<file path="config.mk">
export PLATFORM = sky130hd
export DESIGN_NAME = sw_watchdog
export DESIGN_NICKNAME = d
export VERILOG_FILES = /design/src/sw_pkg.sv /design/src/sw_watchdog.sv
export SDC_FILE = /design/constraint.sdc
export NUM_CORES = 1
export LEC_CHECK = 0
export BUFFER_PORTS_ARGS = -buffer_cell sky130_fd_sc_hd__buf_2
export CAP_MARGIN = 5
export CELL_PAD_IN_SITES_DETAIL_PLACEMENT = 0
export CELL_PAD_IN_SITES_GLOBAL_PLACEMENT = 1
export CORE_MARGIN = 1
export CORE_UTILIZATION = 37
export DETAILED_ROUTE_END_ITERATION = 6
export HOLD_SLACK_MARGIN = 0.03
export PLACE_DENSITY = 0.7
export SYNTH_ARGS = -nofsm -noshare
export SYNTH_HDL_FRONTEND = slang
export SYNTH_SLANG_ARGS = --single-unit
export TNS_END_PERCENT = 5
</file>
<file path="constraint.sdc">
create_clock -name clock -period 5.5 [get_ports clock]
set_input_delay 0 -clock clock [delete_from_list [all_inputs] [get_ports clock]]
set_output_delay 0 -clock clock [all_outputs]
set_load 0.02 [all_outputs]
</file>
<file path="src/sw_pkg.sv">
// constants, register map and types of the standalone watchdog
package sw_pkg;
  // =====================================================
  // register map, byte addresses
  localparam int ADDR_W = 8;
  localparam logic [7:0] OFF_KEY = 8'h00;
  localparam logic [7:0] OFF_DIV = 8'h04;
  localparam logic [7:0] OFF_RLD = 8'h08;
  localparam logic [7:0] OFF_STAT = 8'h0c;
  localparam logic [7:0] OFF_WIN = 8'h10;
  // =====================================================
  // command keys
  localparam logic [15:0] KEY_UNLOCK = 16'h5555;
  localparam logic [15:0] KEY_RELOAD = 16'haaaa;
  localparam logic [15:0] KEY_START = 16'hcccc;
  // =====================================================
  // fields and reset values
  localparam int CNT_W = 12;
  localparam int DIV_W = 3;
  localparam int PRE_W = 8;
  localparam int KEY_LSB = 0;
  localparam int DIV_LSB = 0;
  localparam int RLD_LSB = 0;
  localparam int WIN_LSB = 0;
  localparam int STAT_DIV_BIT = 0;
  localparam int STAT_RLD_BIT = 1;
  localparam int STAT_WIN_BIT = 2;
  localparam logic [2:0] RST_DIV = 3'h0;
  localparam logic [11:0] RST_RLD = 12'hfff;
  localparam logic [11:0] RST_WIN = 12'hfff;
  localparam logic [31:0] RST_KEY = 32'h0;
  localparam logic [8:0] DIV_BASE = 9'h004;
  localparam logic [2:0] DIV_TOP_CODE = 3'h6;
  // =====================================================
  // timing
  localparam int CLK_PERIOD_NS = 25;
  localparam int LSO_FREQ_HZ = 40000;
  localparam int LSO_PERIOD_NS = 1000000000 / LSO_FREQ_HZ;
  localparam int LSO_CYCLES = LSO_PERIOD_NS / CLK_PERIOD_NS;
  localparam logic [9:0] LSO_LAST = 10'(LSO_CYCLES - 1);
  localparam logic [1:0] SYNC_LAST = 2'h1;
  // =====================================================
  // bus answers
  localparam logic [1:0] RESP_OKAY = 2'b00;
  localparam logic [1:0] RESP_SLVERR = 2'b10;
  typedef struct packed {
    logic [11:0] win;
    logic [11:0] reload_value;
    logic [2:0] div;
  } sw_cfg_t;
endpackage

</file>
<file path="src/sw_watchdog.sv">
// standalone watchdog with key commands over an axi4-lite slave
//
// Summary of operation
// start key enables the watchdog; counter decrements on each prescaled tick.
// enabled watchdog requests system reset when the counter reaches zero.
// reload key reloads the counter at any time, keeping reset away unless the counter is above the window value.
// reload takes its value from the programmed reload value field.
// eight-stage prescaler feeds a twelve-bit down counter.
// auto-start option bit starts the watchdog at power on without software.
// divider, reload and window registers writable only after the unlock key.
// any other command value restores write protection.
// update in progress sets its busy bit; register read then returns invalid.
// debug freeze set stops the counter while the core is halted.
// divider code 0..5 gives 4..128, codes 6 and 7 give 256.
// command field is sixteen bits, write only, upper bits reserved.
// software waits for divider busy to clear before a second change.
// each tick lasts divisor times 25 us from the 40 kHz source.
// timing runs from its own low-speed oscillator tick.
// reload value is twelve bits at 0x08, reset 0xfff.
// status holds busy bits: 0 divider, 1 reload, 2 window.
// reload while counter above window value requests reset.
// protected writes are ignored and leave values unchanged.
// busy bit clears once the new value reaches the counting side.
// start loads the counter with the reload value first.
//
// The implementer's own choice: register access over AXI4-Lite.
`timescale 1ns/1ps
module sw_watchdog (
  input wire logic clock,
  input wire logic nrst,
  input wire logic [7:0] awaddr,
  input wire logic awvalid,
  output logic awready,
  input wire logic [31:0] wdata,
  input wire logic [3:0] wstrb,
  input wire logic wvalid,
  output logic wready,
  output logic [1:0] bresp,
  output logic bvalid,
  input wire logic bready,
  input wire logic [7:0] araddr,
  input wire logic arvalid,
  output logic arready,
  output logic [31:0] rdata,
  output logic [1:0] rresp,
  output logic rvalid,
  input wire logic rready,
  input wire logic auto_start_opt,
  input wire logic core_debug_halt,
  input wire logic debug_freeze,
  output logic system_reset_req,
  output logic watchdog_running
);
  // =====================================================
  // helpers
  function automatic logic [7:0] div_last(input logic [2:0] code);
    logic [8:0] d;
    d = sw_pkg::DIV_BASE << ((code > sw_pkg::DIV_TOP_CODE) ? sw_pkg::DIV_TOP_CODE : code);
    return 8'(d - 9'h001);
  endfunction
  function automatic logic [31:0] merge(input logic [31:0] o, input logic [31:0] n,
                                        input logic [3:0] s);
    logic [31:0] r;
    r = o;
    for (int i = 0; i < 4; i++) begin
      if (s[i]) begin
        r[i*8 +: 8] = n[i*8 +: 8];
      end
    end
    return r;
  endfunction
  function automatic logic mapped(input logic [7:0] a);
    return (a == sw_pkg::OFF_KEY) || (a == sw_pkg::OFF_DIV) || (a == sw_pkg::OFF_RLD) ||
           (a == sw_pkg::OFF_WIN) || (a == sw_pkg::OFF_STAT);
  endfunction

  // =====================================================
  // axi4-lite write channel
  logic aw_rdy_q, w_rdy_q, aw_full_q, w_full_q, b_valid_q;
  logic [7:0] aw_addr_q;
  logic [31:0] w_data_q;
  logic [3:0] w_strb_q;
  logic [1:0] b_resp_q;
  wire aw_take = awvalid && aw_rdy_q;
  wire w_take = wvalid && w_rdy_q;
  wire wr_go = aw_full_q && w_full_q && !b_valid_q;
  wire [7:0] wa = aw_addr_q;
  wire wr_map = mapped(wa);

  always_ff @(posedge clock or negedge nrst) begin
    if (!nrst) begin
      aw_rdy_q <= 1'b0;
      w_rdy_q <= 1'b0;
      aw_full_q <= 1'b0;
      w_full_q <= 1'b0;
      aw_addr_q <= 8'h00;
      w_data_q <= sw_pkg::RST_KEY;
      w_strb_q <= 4'h0;
    end else begin
      aw_rdy_q <= awvalid && !aw_rdy_q && !aw_full_q && !b_valid_q;
      w_rdy_q <= wvalid && !w_rdy_q && !w_full_q && !b_valid_q;
      if (aw_take) begin
        aw_full_q <= 1'b1;
        aw_addr_q <= {awaddr[7:2], 2'b00};
      end else if (wr_go) begin
        aw_full_q <= 1'b0;
      end
      if (w_take) begin
        w_full_q <= 1'b1;
        w_data_q <= wdata;
        w_strb_q <= wstrb;
      end else if (wr_go) begin
        w_full_q <= 1'b0;
      end
    end
  end

  always_ff @(posedge clock or negedge nrst) begin
    if (!nrst) begin
      b_valid_q <= 1'b0;
      b_resp_q <= sw_pkg::RESP_OKAY;
    end else if (wr_go) begin
      b_valid_q <= 1'b1;
      b_resp_q <= wr_map ? sw_pkg::RESP_OKAY : sw_pkg::RESP_SLVERR;
    end else if (bready) begin
      b_valid_q <= 1'b0;
    end
  end

  // =====================================================
  // command decode
  wire [15:0] key = w_data_q[sw_pkg::KEY_LSB +: 16];
  // half-word lanes needed, reserved upper bits ignored
  wire key_ok = wr_go && (wa == sw_pkg::OFF_KEY) && (w_strb_q[1:0] == 2'b11);
  wire cmd_start = key_ok && (key == sw_pkg::KEY_START);
  wire cmd_reload = key_ok && (key == sw_pkg::KEY_RELOAD);
  wire cmd_unlock = key_ok && (key == sw_pkg::KEY_UNLOCK);
  wire cmd_other = key_ok && !cmd_unlock;
  logic unlock_q;
  wire wr_div = wr_go && unlock_q && (wa == sw_pkg::OFF_DIV);
  wire wr_rld = wr_go && unlock_q && (wa == sw_pkg::OFF_RLD);
  wire wr_win = wr_go && unlock_q && (wa == sw_pkg::OFF_WIN);

  always_ff @(posedge clock or negedge nrst) begin
    if (!nrst) begin
      unlock_q <= 1'b0;
    end else if (cmd_unlock) begin
      unlock_q <= 1'b1;
    end else if (cmd_other) begin
      unlock_q <= 1'b0;
    end
  end

  // =====================================================
  // low-speed oscillator tick, 40 khz from the 40 mhz clock
  logic [9:0] lso_cnt_q;
  wire lso_tick = (lso_cnt_q == sw_pkg::LSO_LAST);
  always_ff @(posedge clock or negedge nrst) begin
    if (!nrst) begin
      lso_cnt_q <= 10'h000;
    end else begin
      lso_cnt_q <= lso_tick ? 10'h000 : lso_cnt_q + 10'h001;
    end
  end

  // =====================================================
  // shadow and active configuration, update busy bits
  sw_pkg::sw_cfg_t shd_q, act_q;
  logic [2:0] busy_q;
  logic [1:0] sync_q [3];
  wire [2:0] wr_set = {wr_win, wr_rld, wr_div};
  wire [31:0] div_m = merge({29'h0, shd_q.div}, w_data_q, w_strb_q);
  wire [31:0] rld_m = merge({20'h0, shd_q.reload_value}, w_data_q, w_strb_q);
  wire [31:0] win_m = merge({20'h0, shd_q.win}, w_data_q, w_strb_q);

  always_ff @(posedge clock or negedge nrst) begin
    if (!nrst) begin
      shd_q <= '{win: sw_pkg::RST_WIN, reload_value: sw_pkg::RST_RLD, div: sw_pkg::RST_DIV};
    end else begin
      if (wr_div) shd_q.div <= div_m[sw_pkg::DIV_LSB +: 3];
      if (wr_rld) shd_q.reload_value <= rld_m[sw_pkg::RLD_LSB +: 12];
      if (wr_win) shd_q.win <= win_m[sw_pkg::WIN_LSB +: 12];
    end
  end

  // new write restarts the transfer, so a set beats a clear
  always_ff @(posedge clock or negedge nrst) begin
    if (!nrst) begin
      busy_q <= 3'h0;
      act_q <= '{win: sw_pkg::RST_WIN, reload_value: sw_pkg::RST_RLD, div: sw_pkg::RST_DIV};
      for (int i = 0; i < 3; i++) sync_q[i] <= 2'h0;
    end else begin
      for (int i = 0; i < 3; i++) begin
        if (wr_set[i]) begin
          busy_q[i] <= 1'b1;
          sync_q[i] <= 2'h0;
        end else if (busy_q[i] && lso_tick) begin
          if (sync_q[i] == sw_pkg::SYNC_LAST) begin
            busy_q[i] <= 1'b0;
          end
          sync_q[i] <= sync_q[i] + 2'h1;
        end
      end
      if (busy_q[0] && !wr_div && lso_tick && sync_q[0] == sw_pkg::SYNC_LAST) act_q.div <= shd_q.div;
      if (busy_q[1] && !wr_rld && lso_tick && sync_q[1] == sw_pkg::SYNC_LAST) act_q.reload_value <= shd_q.reload_value;
      if (busy_q[2] && !wr_win && lso_tick && sync_q[2] == sw_pkg::SYNC_LAST) act_q.win <= shd_q.win;
    end
  end

  // =====================================================
  // prescaler and down counter
  logic en_q, boot_q, rst_q;
  logic [7:0] pre_q;
  logic [11:0] cnt_q;
  wire run = en_q && !(core_debug_halt && debug_freeze);
  wire pre_end = (pre_q == div_last(act_q.div));
  wire ctick = lso_tick && run && pre_end;
  wire load = cmd_reload || (cmd_start && !en_q) || (!boot_q && auto_start_opt);
  wire win_bad = cmd_reload && en_q && (cnt_q > act_q.win);

  always_ff @(posedge clock or negedge nrst) begin
    if (!nrst) begin
      pre_q <= 8'h00;
    end else if (load) begin
      pre_q <= 8'h00;
    end else if (lso_tick && run) begin
      pre_q <= pre_end ? 8'h00 : pre_q + 8'h01;
    end
  end

  always_ff @(posedge clock or negedge nrst) begin
    if (!nrst) begin
      boot_q <= 1'b0;
      en_q <= 1'b0;
      cnt_q <= sw_pkg::RST_RLD;
    end else begin
      boot_q <= 1'b1;
      if ((!boot_q && auto_start_opt) || cmd_start) begin
        en_q <= 1'b1;
      end
      if (load) begin
        cnt_q <= act_q.reload_value;
      end else if (ctick && cnt_q != 12'h000) begin
        cnt_q <= cnt_q - 12'h001;
      end
    end
  end

  // held until the system reset takes effect
  always_ff @(posedge clock or negedge nrst) begin
    if (!nrst) begin
      rst_q <= 1'b0;
    end else if ((en_q && cnt_q == 12'h000) || win_bad) begin
      rst_q <= 1'b1;
    end
  end

  // =====================================================
  // axi4-lite read channel
  logic ar_rdy_q, r_valid_q;
  logic [31:0] r_data_q;
  logic [1:0] r_resp_q;
  wire [7:0] ra = {araddr[7:2], 2'b00};
  wire ar_take = arvalid && ar_rdy_q;
  wire rd_map = mapped(ra);
  // busy registers read as zero; command reads zero
  wire [31:0] rd_val =
    (ra == sw_pkg::OFF_DIV && !busy_q[0]) ? {29'h0, shd_q.div} :
    (ra == sw_pkg::OFF_RLD && !busy_q[1]) ? {20'h0, shd_q.reload_value} :
    (ra == sw_pkg::OFF_WIN && !busy_q[2]) ? {20'h0, shd_q.win} :
    (ra == sw_pkg::OFF_STAT) ? {29'h0, busy_q} : 32'h0;

  always_ff @(posedge clock or negedge nrst) begin
    if (!nrst) begin
      ar_rdy_q <= 1'b0;
      r_valid_q <= 1'b0;
      r_data_q <= 32'h0;
      r_resp_q <= sw_pkg::RESP_OKAY;
    end else begin
      ar_rdy_q <= arvalid && !ar_rdy_q && !r_valid_q;
      if (ar_take) begin
        r_valid_q <= 1'b1;
        r_data_q <= rd_val;
        r_resp_q <= rd_map ? sw_pkg::RESP_OKAY : sw_pkg::RESP_SLVERR;
      end else if (rready) begin
        r_valid_q <= 1'b0;
      end
    end
  end

  assign awready = aw_rdy_q;
  assign wready = w_rdy_q;
  assign bvalid = b_valid_q;
  assign bresp = b_resp_q;
  assign arready = ar_rdy_q;
  assign rvalid = r_valid_q;
  assign rdata = r_data_q;
  assign rresp = r_resp_q;
  assign system_reset_req = rst_q;
  assign watchdog_running = en_q;
endmodule

</file>
==> results.md, run 1 <==
* Clk root buf: clkbuf_16
* Die area at 19,400 um2
* Setup TNS at 0 ns
* Nets at 786
* Post-synth EDFFs at 0
* Worst IR Drop VDD at 222 uV
* Final GP Congestion at 0.817
* R2R Path Start: lso_cnt_q[0]$_DFF_PN0_
* Core ar. at 18,200 um2
* Hold Path Origin: core_debug_halt
* Clock Sinks at 142
* Setup WS pre-CTS at 2.46 ns
* Net Switching at 0.000755 W
* Share of total power in combinational logic at 12.4%
* Mux contribution to synthesized area at 13.1%
* Flops & latches, synth at 142
* Pre-antenna DRT Iters at 6
* Crit path to: act_q[9]$_DFFE_PN1P_
* Post-Syn Area per Cell at approximately 11 um2
* Yosys top cell area share at 29.5%
* Diode count at 0
* R2R cell count at 6
* Initial Util at a little under two fifths
* Main combinational cell family by area after synthesis: simple AND/OR/NAND/NOR gates
* First-pass GRT wire length at approximately 26 mm
* Area Growth Syn to Fin at 20.1%
* Syn Std Cell Area at about 7000 um2
* Std-Cell Rows at 49
* Crit Path Class: reg2reg
* Worst hold path class: in2reg
* CTS resizes at 0
* Finished Layout Cells at 948
* Adder-cell share of the synthesized area at around 3.2%
* Grt ovf at 0
* Fraction of layout cells with a size suffix above 1 at approximately 29%
* Initial antenna violation count at 0
* Post-route minimum period at 3.05 ns
* Crit path arrival time at 3.38 ns
* Chip Width at 139 um
* Leading area contributor after synthesis: dfrtp_1
* Clock Path Buffers at 2
* Cells after DPL at roughly 900
* Clk pin slew, worst setup/hold paths at 0.06 ns
* Synth Area in Compound Gates at 9.61%
* Post-Synthesis Cells at around 600
* RSZ-0062 raised after global routing: false
* Dpl hpwl at 10.9 mm
* Area share of and/or/nand/nor cells after synthesis at 15.4%
* FF-to-FF End: act_q[9]$_DFFE_PN1P_
* Crit. End Element: register
* Post-layout util at roughly 46%
* Initial DRC Count at around 240
* Pint at between 0.002 and 0.0025 W
* TritonCTS Buffers at 17
* Distinct cells, synth at 66
* XOR/XNOR Fraction of Synth Area at 1.51%
* Power per cell area at 341 nW/um2
* Setup slack, reg-to-reg at 2.45 ns
* Final setup margin at around 2.5 ns
* Warnings from Yosys at 0
* CTS tree: done
* Ys flop type: dfrtp_1
* Synth top area cells: dfrtp_1, dfstp_2, mux2_1, mux2_2, ha_1
* WL per Instance at 16.0 um
* Setup Fix Bufs, Post-CTS at 0
* Slew margin rel. at 17.0%
* Worst EP required at 5.84 ns
* Clock Power Share at 41.5%
* I/O pin total at 105
* GRT Overall Usage at 17.1%
* H-tree depth at 4
* Leak at 3.62 nW
* Die Ht at 139 um
* Failing checks: design-rule violations
* DR vias at 4,901
* Worst Skew at between 0.01 and 0.015 ns
* CP Launch Type: register
* Setup violations, final at 0
* Clock latency at the later pin of the worst-skew pair at 0.43 ns
* Sw frac at 26.5%
* Crit path launch: lso_cnt_q[0]$_DFF_PN0_
* Hold bufs inserted after CTS at 34
* Drt drc at 5
* Sequential area share after synthesis at 52.1%
* Vias per cell at a little over 5
* Post-synth top cells: dfrtp_1, dfstp_2, nand2_1, mux2_1, nor2_1
* Seq pwr share at 46.1%
* Final wirelength at 15.2 mm
* MaxCap Viol Count at 0
* Slew Viols, Final at 0
* Top-count cell post-synth: dfrtp_1
* IO buf count at 60
* Outcome: finished with violations
* Largest net degree at the start of global routing at 95
* Worst Max-Slew Pin Slew at 1.24 ns
* Final Cycle Share at ~55%
* Max Clk Rate at between 300 and 400 MHz
* Post-route ant nets at 0
* Vias in the first global route at 5,141
* FFs w/ async S/R, synth at 100%
* Hold Vio Cnt, Final at 0
* CP max FO at 13
==> kinds of logic after synthesis <==
group,after synthesis
AO/OA/AOI/OAI,103
adder cells (fa/ha/maj),18
flip-flops,142
XOR/XNOR,12
buffers and inverters,61
other,2
AND/OR/NAND/NOR,190
multiplexers,78
==> cell type report <==
cell class / count / area, um2
clock buffer: 19 / 453
clock inverter: 13 / 163
timing repair buffer: 98 / 677
sequential: 142 / 3630
tap: 229 / 287
inverter: 23 / 86.3
multi-input combinational: 424 / 3070
fill: 1659 / 9840
==> worst max-delay path, cell delays in order, from the launching register on <==
cell and delay (ns):
dfrtp_1 0.39, ha_1 0.22, nand2_1 0.22, nor3_4 0.50
nand2_1 0.21, nor3b_2 1.01, mux2_1 0.40
==> cell usage in the layout, fill, tap and decap left out, drive strengths merged, types with 23 or more instances in the layout <==
cell type / n
nor2: 38
dfstp: 60
o21ai: 32
inv: 24
dfrtp: 82
mux2: 78
dlygate4sd3: 34
buf: 64
conb: 23
nand2: 58
==> state kept, by name, summed over array words and instances (netlist names), 2 cells and up <==
name and cells:
w_strb_q 2, sync_q 6, cnt_q 12, act_q 27
pre_q 8, rdata 12, lso_cnt_q 10, w_data_q 16
aw_addr_q 6, busy_q 3, shd_q 27
==> how the worst min path moves through the flow <==
stage,to,slack (ns),cells past startpoint
floorplan,act_q[0]$_DFFE_PN0P_,-0.30,0
global placement,w_data_q[5]$_DFFE_PN0P_,0.13,1
detailed placement,w_data_q[9]$_DFFE_PN0P_,0.15,1
CTS,pre_q[1]$_DFFE_PN0P_,0.03,5
global route,pre_q[1]$_DFFE_PN0P_,0.07,5
finish,pre_q[1]$_DFFE_PN0P_,0.05,5
==> metrics by stage <==
step	cell area (um2)	power, W	hold slack, ns
floorplan	7040	0.00154	-0.296
global placement	7410	0.00165	0.131
detailed placement	7410	0.00167	0.146
CTS	8370	0.00288	0.0315
global route	8370	0.00299	0.0682
finish	8370	0.00285	0.0507
==> power by group through the flow <==
stage | Sequential (W) | Combinational (W) | Clock (W)
after global placement | 0.00132 | 0.000327 | 0
after floorplan | 0.00129 | 0.000248 | 0
after global routing | 0.00134 | 0.000397 | 0.00125
after CTS | 0.00131 | 0.000359 | 0.00121
final | 0.00132 | 0.000355 | 0.00119
after detailed placement | 0.00133 | 0.000339 | 0
==> layer usage <==
metal	up-vias	global-route usage [%]	share of wire, %
met2	88	29.4	50
met1	2441	20.9	45
met5	-	0	0
met4	0	7.78	2.1
met3	20	3.04	2.8
li1	2352	-	-
(Power assumes the default switching activity.)
==> run 2: changes to the inputs <==
--- a/config.mk
+++ b/config.mk
@@ -13,7 +13,7 @@
 export CORE_UTILIZATION = 37
 export DETAILED_ROUTE_END_ITERATION = 6
 export HOLD_SLACK_MARGIN = 0.03
-export PLACE_DENSITY = 0.7
+export PLACE_DENSITY = 0.73
 export SYNTH_ARGS = -nofsm -noshare
 export SYNTH_HDL_FRONTEND = slang
 export SYNTH_SLANG_ARGS = --single-unit
==> constraint.sdc (replaced) <==
create_clock -name clock -period 2.6 [get_ports clock]
set_input_delay 0 -clock clock [delete_from_list [all_inputs] [get_ports clock]]
set_output_delay 0 -clock clock [all_outputs]
set_load 0.02 [all_outputs]
==> run 2 against run 1 <==
Against the previous run: the flow still finishes with violations (design-rule violations); sequential cell count unchanged; clock skew decreased by 0.0024 ns; global-route usage decreased by 0.22 points; cell count increased by 0.95%; combinational power increased by 110%; sequential power increased by 110%; utilization increased by 0.19 points; clock power increased by 95%; total power increased by 110%; clock-buffer cell count increased by 1; via count increased by 0.35%; final area increased by 0.42%; highest routed layer unchanged.
==> results.md, run 2 (synthesis gave the netlist of run 1 again) <==
* Largest net degree at the start of global routing at 82 (-14%)
* Clk root buf: clkbuf_16
* WL per Instance at 15.8 um (-1.6%)
* Vias in the first global route at 5,044 (-1.9%)
* Failing checks: design-rule violations
* IO buf count at 60 (unchanged)
* R2R Path Start: aw_addr_q[5]$_DFFE_PN0P_
* Clock Sinks at 142 (unchanged)
* Nets at 795 (+1.1%)
* Slew Viols, Final at 0 (unchanged)
* TritonCTS Buffers at 17 (unchanged)
* GRT Overall Usage at 16.9% (-0.22 points)
* Crit Path Class: reg2reg
* Worst EP required at 2.90 ns (-2.94 ns)
* Die area at 19,400 um2 (unchanged)
* Worst hold path class: in2reg
* Final wirelength at 15.1 mm (-0.70%)
* FF-to-FF End: pre_q[3]$_DFFE_PN0P_
* Crit path buf inv count at 1 (+1)
* Clk pin slew, worst setup/hold paths at 0.06 ns (about the same)
* Leak at 3.65 nW (+0.80%)
* Post-route minimum period at 2.46 ns (-0.584 ns)
* Hold Path Origin: auto_start_opt
* Worst IR Drop VDD at 603 uV (+170%)
* Commonest non-fill, non-tap cells in the layout: dfrtp_1, dfstp_2, buf_2
* MaxCap Viol Count at 0 (unchanged)
* Worst Max-Slew Pin Slew at 1.17 ns (-0.0728 ns)
* First-pass GRT wire length at 25.7 mm (-1.0%)
* Overall Power at 0.00586 W (+110%)
* Setup violations, final at 0 (unchanged)
* Area Growth Syn to Fin at 20.6%
* Cell family with most CP delay: simple AND/OR/NAND/NOR gates
* Initial antenna violation count at 0 (unchanged)
* Commonest non-fill, non-tap cell in the layout: dfrtp_1
* Hold endpoint: watchdog_running$_DFFE_PN0P_
* Outcome: finished with violations
* Largest registers: act_q: 27 flops, shd_q: 27 flops, w_data_q: 16 flops
* Diode count at 0 (unchanged)
* Std-Cell Rows at 49 (unchanged)
* Hold Path Stages at 3 (-2)
* Setup TNS at 0 ns (unchanged)
* CP peak stage delay at 0.58 ns (-0.43 ns)
* CP max FO at 10 (-3)
* CTS tree: done
* R2R cell count at 6 (unchanged)
* CP Launch Type: register
* Clock latency at the later pin of the worst-skew pair at 0.42 ns (about the same)
* I/O pin total at 105 (unchanged)
* Initial Util at 38.3% (unchanged)
* Crit. End Element: register
* Vias per cell at 5.14 (-0.60%)
* Worst path cell trace: or3_4, or4_4, nor4_2, or2_1, buf_4, a21oi_1
* Worst Skew at 0.00954 ns (-0.00240 ns)
* Final GP Congestion at 0.821 (+0.46%)
* Dpl hpwl at 11.0 mm (+1.2%)
* RSZ-0062 raised after global routing: false
* Die Ht at 139 um (unchanged)
* Chip Width at 139 um (unchanged)
* WHS at 0.0660 ns (+0.0153 ns)
* DR vias at 4,918 (+0.35%)
* Clock Path Buffers at 2 (unchanged)
* Slew margin rel. at 21.9% (+4.9 points)
* H-tree depth at 4 (unchanged)
* Hold Vio Cnt, Final at 0 (unchanged)
* Fillers at 1,612 (-2.8%)
* Final setup margin at 0.138 ns (-2.32 ns)
* Setup Fix Bufs, Post-CTS at 0 (unchanged)
* Grt ovf at 0 (unchanged)
* Max Clk Rate at 406 MHz (+24%)
* Pre-antenna DRT Iters at 6 (unchanged)
* Post-route ant nets at 0 (unchanged)
* Worst path slowest cell: or4_4
* Fraction of layout cells with a size suffix above 1 at 29.8% (+1.0 points)
* Post-layout util at 46.1% (+0.19 points)
* Final Cycle Share at 94.7% (+39 points)
* Crit path arrival time at 2.76 ns (-0.62 ns)
* Power per cell area at 697 nW/um2 (+100%)
* Core ar. at 18,200 um2 (unchanged)
* Drt drc at 4 (-1)
* Setup WS pre-CTS at 0.122 ns (-2.34 ns)
* Setup slack, reg-to-reg at 0.14 ns (-2.32 ns)
* Initial DRC Count at 247 (+4.7%)
==> run 2: cell types whose count changed in the layout (fill, tap and decap cells not counted), moves of 2 or more <==
cell,delta
buf_4,+10
bufinv_16,-2
clkbuf_1,+2
clkbuf_8,-2
dlygate4sd3_1,-2
inv_4,+2
==> run 2: repair_timing <==
| item | CTS | global route |
|---|---|---|
| gates resized for setup | 0 | 1 |
| setup endpoints to repair | 0 | 1 |
| hold buffers | 32 | 0 |
| endpoints found under the hold margin | 64 | 0 |
==> run 2: per-stage QoR <==
stage	cell area (um2)	std cells
2_1_floorplan	7040	627
3_3_place_gp	7510	893
3_5_place_dp	7510	893
4_1_cts	8400	957
5_1_grt	8400	957
6_report	8400	957
==> run 2: worst max path at each step <==
stage	from	to	slack, ns	cells past startpoint
finish	aw_addr_q[5]$_DFFE_PN0P_	pre_q[3]$_DFFE_PN0P_	0.14	6
global route	aw_addr_q[5]$_DFFE_PN0P_	pre_q[7]$_DFFE_PN0P_	0.008	6
CTS	aw_addr_q[5]$_DFFE_PN0P_	pre_q[3]$_DFFE_PN0P_	0.12	6
detailed placement	aw_addr_q[5]$_DFFE_PN0P_	pre_q[0]$_DFFE_PN0P_	0.12	6
global placement	aw_addr_q[5]$_DFFE_PN0P_	pre_q[6]$_DFFE_PN0P_	0.19	6
floorplan	cnt_q[0]$_DFFE_PN1P_	cnt_q[9]$_DFFE_PN1P_	0.35	9
==> run 2: final cells by class <==
type	count	area [um2]	area share, %
Sequential cell	142	3630	43.2
Multi-Input combinational cell	424	3080	36.7
Timing Repair Buffer	107	752	8.95
Clock buffer	20	458	5.45
Tap cell	229	287	3.41
Clock inverter	12	110	1.31
Inverter	23	86.3	1.03
==> run 2: worst register-to-register path: cells and delay by family, from the launching register on <==
family	cells	cell delay, ns
AOI/OAI and AO/OA	1	0.05
buffers and inverters	1	0.23
DFF	1	0.38
and+or+nand+nor	4	1.67
==> run 2: power breakdown <==
| group | internal (W) | total, W | switching [W] | leakage (nW) |
|---|---|---|---|---|
| logic | 0.000404 | 0.000749 | 0.000345 | 1.70 |
| registers | 0.00248 | 0.00279 | 0.000309 | 1.67 |
| clock network | 0.00138 | 0.00232 | 0.000943 | 0.273 |
| total | 0.00426 | 0.00586 | 0.00160 | 3.65 |
==> run 2: per-layer routing <==
| metal | part of all wire [%] | wire (um) | up-vias | global-route usage [%] |
|---|---|---|---|---|
| met5 | 0 | 0 | - | 0 |
| met4 | 1.1 | 159 | 0 | 5.09 |
| met3 | 3.6 | 544 | 12 | 3.63 |
| met2 | 51 | 7630 | 104 | 29.5 |
| met1 | 45 | 6750 | 2433 | 20.9 |
| li1 | - | - | 2369 | - |
==> run 3: changes to the inputs <==
--- a/config.mk
+++ b/config.mk
@@ -5,6 +5,8 @@
 export SDC_FILE = /design/constraint.sdc
 export NUM_CORES = 1
 export LEC_CHECK = 0
+export ABC_AREA = 1
+export ABC_CLOCK_PERIOD_IN_PS = 2600
 export BUFFER_PORTS_ARGS = -buffer_cell sky130_fd_sc_hd__buf_2
 export CAP_MARGIN = 5
 export CELL_PAD_IN_SITES_DETAIL_PLACEMENT = 0
@@ -13,7 +15,8 @@
 export CORE_UTILIZATION = 37
 export DETAILED_ROUTE_END_ITERATION = 6
 export HOLD_SLACK_MARGIN = 0.03
-export PLACE_DENSITY = 0.73
+export PLACE_DENSITY = 0.76
+export SETUP_SLACK_MARGIN = 0.4
 export SYNTH_ARGS = -nofsm -noshare
 export SYNTH_HDL_FRONTEND = slang
 export SYNTH_SLANG_ARGS = --single-unit
==> run 3 against run 2 <==
Against the previous run: the run now ends clean; critical path type is now in2reg; sequential share of layout area is 2.3 points lower; cell count is 31% higher; synthesized area is 7.3% higher; largest power group unchanged; critical path depth is 4 higher.
==> results.md, run 3 <==
* Outcome: finished, final reports clean
* Setup TNS at 0 ns (unchanged)
* Hold Path Stages at 6 (+3)
* Initial DRC Count at 244 (-1.2%)
* Leak at 4.05 nW (+11%)
* Core ar. at 19,700 um2 (+7.9%)
* Met2 WL at 7.61 mm (-0.25%)
* Largest net degree at the start of global routing at 67 (-18%)
* Grt ovf at 0 (unchanged)
* Most frequent CP cell: dlygate4sd3_1
* Vias in the first global route at 5,539 (+9.8%)
* Dpl cell area at 7950 um2 (+5.8%)
* Top-count cell post-synth: nand2_1
* Crit path buf inv count at 5 (+4)
* Post-synth top cells: nand2_1, inv_1, dfrtp_1, nor2_1
* Setup violations, final at 0 (unchanged)
* Worst hold path class: in2reg
* CP peak stage delay at 0.54 ns (-0.04 ns)
* Die area at 20,800 um2 (+7.2%)
* Leading area contributor after synthesis: dfrtp_1
* Post-Synthesis Cells at 874 (+44%)
* Crit. End Element: register
* Fraction of layout cells with a size suffix above 1 at 21.1% (-8.7 points)
* Syn Std Cell Area at 7470 um2 (+7.3%)
* Slew margin rel. at 52.1% (+30 points)
* Hold endpoint: cnt_q[7]$_DFFE_PN1P_
* Hold Vio Cnt, Final at 0 (unchanged)
* Sequential area share after synthesis at 48.6% (-3.5 points)
* FFs w/ async S/R, synth at 100% (unchanged)
* IO buf count at 60 (unchanged)
* Largest registers: act_q: 27 flops, shd_q: 27 flops, w_data_q: 16 flops
* Worst path cell trace: dlygate4sd3_1, buf_2, nor2_1, dlygate4sd3_1, nand2_1, inv_1, nand4_1, clkinv_1, a22oi_1, o21ai_0
* Synth top area cells: dfrtp_1, dfstp_2, nand2_1, inv_1, o21ai_0
* Ys flop type: dfrtp_1
* Final GP Congestion at 0.801 (-2.4%)
* GRT Overall Usage at 17.5% (+0.65 points)
* Max Clk Rate at 482 MHz (+19%)
* Warnings from Yosys at 0 (unchanged)
* Initial Util at 38.0% (-0.23 points)
* First-pass GRT wire length at 27.9 mm (+8.4%)
* R2R cell count at 11 (+5)
* Crit Path Class: in2reg
* Worst EP required at 2.90 ns (about the same)
* Initial antenna violation count at 0 (unchanged)
* Setup WS pre-CTS at 0.506 ns (+0.384 ns)
* Clk pin slew, worst setup/hold paths at 0.06 ns (about the same)
* Chip Width at 144 um (+3.5%)
* RSZ-0062 raised after global routing: false
* Top sig layer: met4
* Yosys top cell area share at 27.5% (-2.0 points)
* Crit path arrival time at 2.37 ns (-0.39 ns)
* DR vias at 5,848 (+19%)
* Clock latency at the later pin of the worst-skew pair at 0.43 ns (about the same)
* TritonCTS Buffers at 17 (unchanged)
* Post-synth EDFFs at 0 (unchanged)
* Drt drc at 0 (-4)
* Detail Route met3 WL at 502 um (-7.7%)
* Post-route ant nets at 0 (unchanged)
* R2R Path Start: cnt_q[0]$_DFFE_PN1P_
* Post-route minimum period at 2.07 ns (-0.389 ns)
* Distinct cells, synth at 41 (-38%)
* Clk root buf: clkbuf_16
* Area Growth Syn to Fin at 18.8%
* Vias per cell at 4.65 (-9.5%)
* Worst path slowest cell: dlygate4sd3_1
* H-tree depth at 4 (unchanged)
* FF-to-FF End: cnt_q[1]$_DFFE_PN1P_
* Final setup margin at 0.527 ns (+0.389 ns)
* Diode count at 0 (unchanged)
* Die Ht at 144 um (+3.5%)
* Final Cycle Share at 79.7% (-15 points)
* Commonest non-fill, non-tap cells in the layout: nand2_1, inv_1, dfrtp_1
* Nets at 1,059 (+33%)
* Post-Syn Area per Cell at 8.55 um2 (-26%)
* Wire length on met1 at 8.00 mm (+19%)
* Worst Skew at 0.00911 ns (-0.000423 ns)
* Power per cell area at 697 nW/um2 (about the same)
* Fin area at 8880 um2 (+5.6%)
* Pre-antenna DRT Iters at 4 (-2)
* CP Launch Type: input port
* Setup slack, reg-to-reg at 0.60 ns (+0.46 ns)
* Clock Sinks at 142 (unchanged)
* Worst Max-Slew Pin Slew at 0.717 ns (-0.450 ns)
* Slew Viols, Final at 0 (unchanged)
* WL per Instance at 13.1 um (-17%)
* CP max FO at 9 (-1)
* Hold Path Origin: debug_freeze
* Cell family with most CP delay: buffers and inverters
* I/O pin total at 105 (unchanged)
* Flops & latches, synth at 142 (unchanged)
* Final wirelength at 16.4 mm (+8.9%)
* Std-Cell Rows at 51 (+4.1%)
* Clock Path Buffers at 2 (unchanged)
* Dpl hpwl at 12.1 mm (+9.7%)
* CTS tree: done
* Worst IR Drop VDD at 434 uV (-28%)
* MaxCap Viol Count at 0 (unchanged)
* Commonest non-fill, non-tap cell in the layout: nand2_1
run 3: cell types whose count changed after synthesis, moves of 17 or more:
| cell | before | now |
|---|---|---|
| o21ai_0 | 17 | 60 |
| nand2_1 | 57 | 195 |
| nand4_1 | 4 | 24 |
| mux2_1 | 45 | 0 |
| inv_1 | 23 | 108 |
| nand3_1 | 13 | 53 |
| mux2_2 | 24 | 7 |
| nor2_1 | 38 | 76 |
run 3: kinds of logic (layout without fill, tap and decap cells):
group	after synthesis	in the layout	synth area share [%]
flip-flops	142	142	48.6
AO/OA/AOI/OAI	133	133	9.71
buffers and inverters	153	250	9.83
other	2	23	0.100
multiplexers	7	7	1.05
adder cells (fa/ha/maj)	18	18	3.01
AND/OR/NAND/NOR	401	401	25.6
XOR/XNOR	18	18	2.11
run 3: metal layers:
metal / GRT usage (%) / up-vias
met5: 0 / -
met4: 6.10 / 0
met3: 3.97 / 21
met2: 27.4 / 83
met1: 23.8 / 2733
li1: - / 3011
run 3: area by class of cell:
| cell class | count | area (um2) |
|---|---|---|
| clock buffer | 18 | 429 |
| clock inverter | 14 | 135 |
| timing repair buffer | 105 | 734 |
| inverter | 113 | 424 |
| sequential | 142 | 3630 |
| fill | 2006 | 10800 |
| tap | 265 | 332 |
| multi-input combinational | 600 | 3190 |
run 3: worst max path at each step:
stage                             from                     to  slack [ns]  depth (start not counted)
5_1_grt           cnt_q[0]$_DFFE_PN1P_   cnt_q[1]$_DFFE_PN1P_        0.41                         11
6_report                     araddr[4]   rdata[4]$_DFFE_PN0P_        0.53                         10
4_1_cts        w_data_q[9]$_DFFE_PN0P_  cnt_q[11]$_DFFE_PN1P_        0.49                         10
2_1_floorplan     cnt_q[0]$_DFFE_PN1P_  cnt_q[11]$_DFFE_PN1P_        0.92                         11
3_5_place_dp   w_data_q[9]$_DFFE_PN0P_   cnt_q[9]$_DFFE_PN1P_        0.51                         10
3_3_place_gp   w_data_q[9]$_DFFE_PN0P_  cnt_q[10]$_DFFE_PN1P_        0.54                         10
run 3: tightest hold or removal path: stages:
cell and delay (ns):
buf_2 0.07, nand2_1 0.08, nand3_1 0.14, nor2_4 0.07, nand3_1 0.06, nand3_1 0.06
run 3: where the power goes:
| part | total (W) | switching [W] | internal (W) | leakage, nW |
|---|---|---|---|---|
| clock | 0.00234 | 0.00100 | 0.00133 | 0.275 |
| combinational | 0.00110 | 0.000678 | 0.000417 | 2.12 |
| sequential | 0.00276 | 0.000277 | 0.00248 | 1.65 |
run 3: what timing repair did:
| item | in CTS | in global routing |
|---|---|---|
| resized for setup | 0 | 1 |
| buffers inserted | 0 | 0 |
| hold buffers | 36 | 0 |
| hold endpoints to repair | 94 | 0 |
| endpoints found under the setup margin | 0 | 10 |
run 3: per-stage QoR:
step | utilization [%] | std cells | power (W) | hold slack (ns)
floorplan | - | 895 | 0.00353 | -0.296
global placement | 40.4 | 1189 | 0.00385 | 0.0323
detailed placement | 40.4 | 1189 | 0.00385 | 0.0334
CTS | 45.1 | 1257 | 0.00626 | 0.0688
global route | 45.2 | 1257 | 0.00655 | 0.107
finish | 45.2 | 1257 | 0.00619 | 0.0793
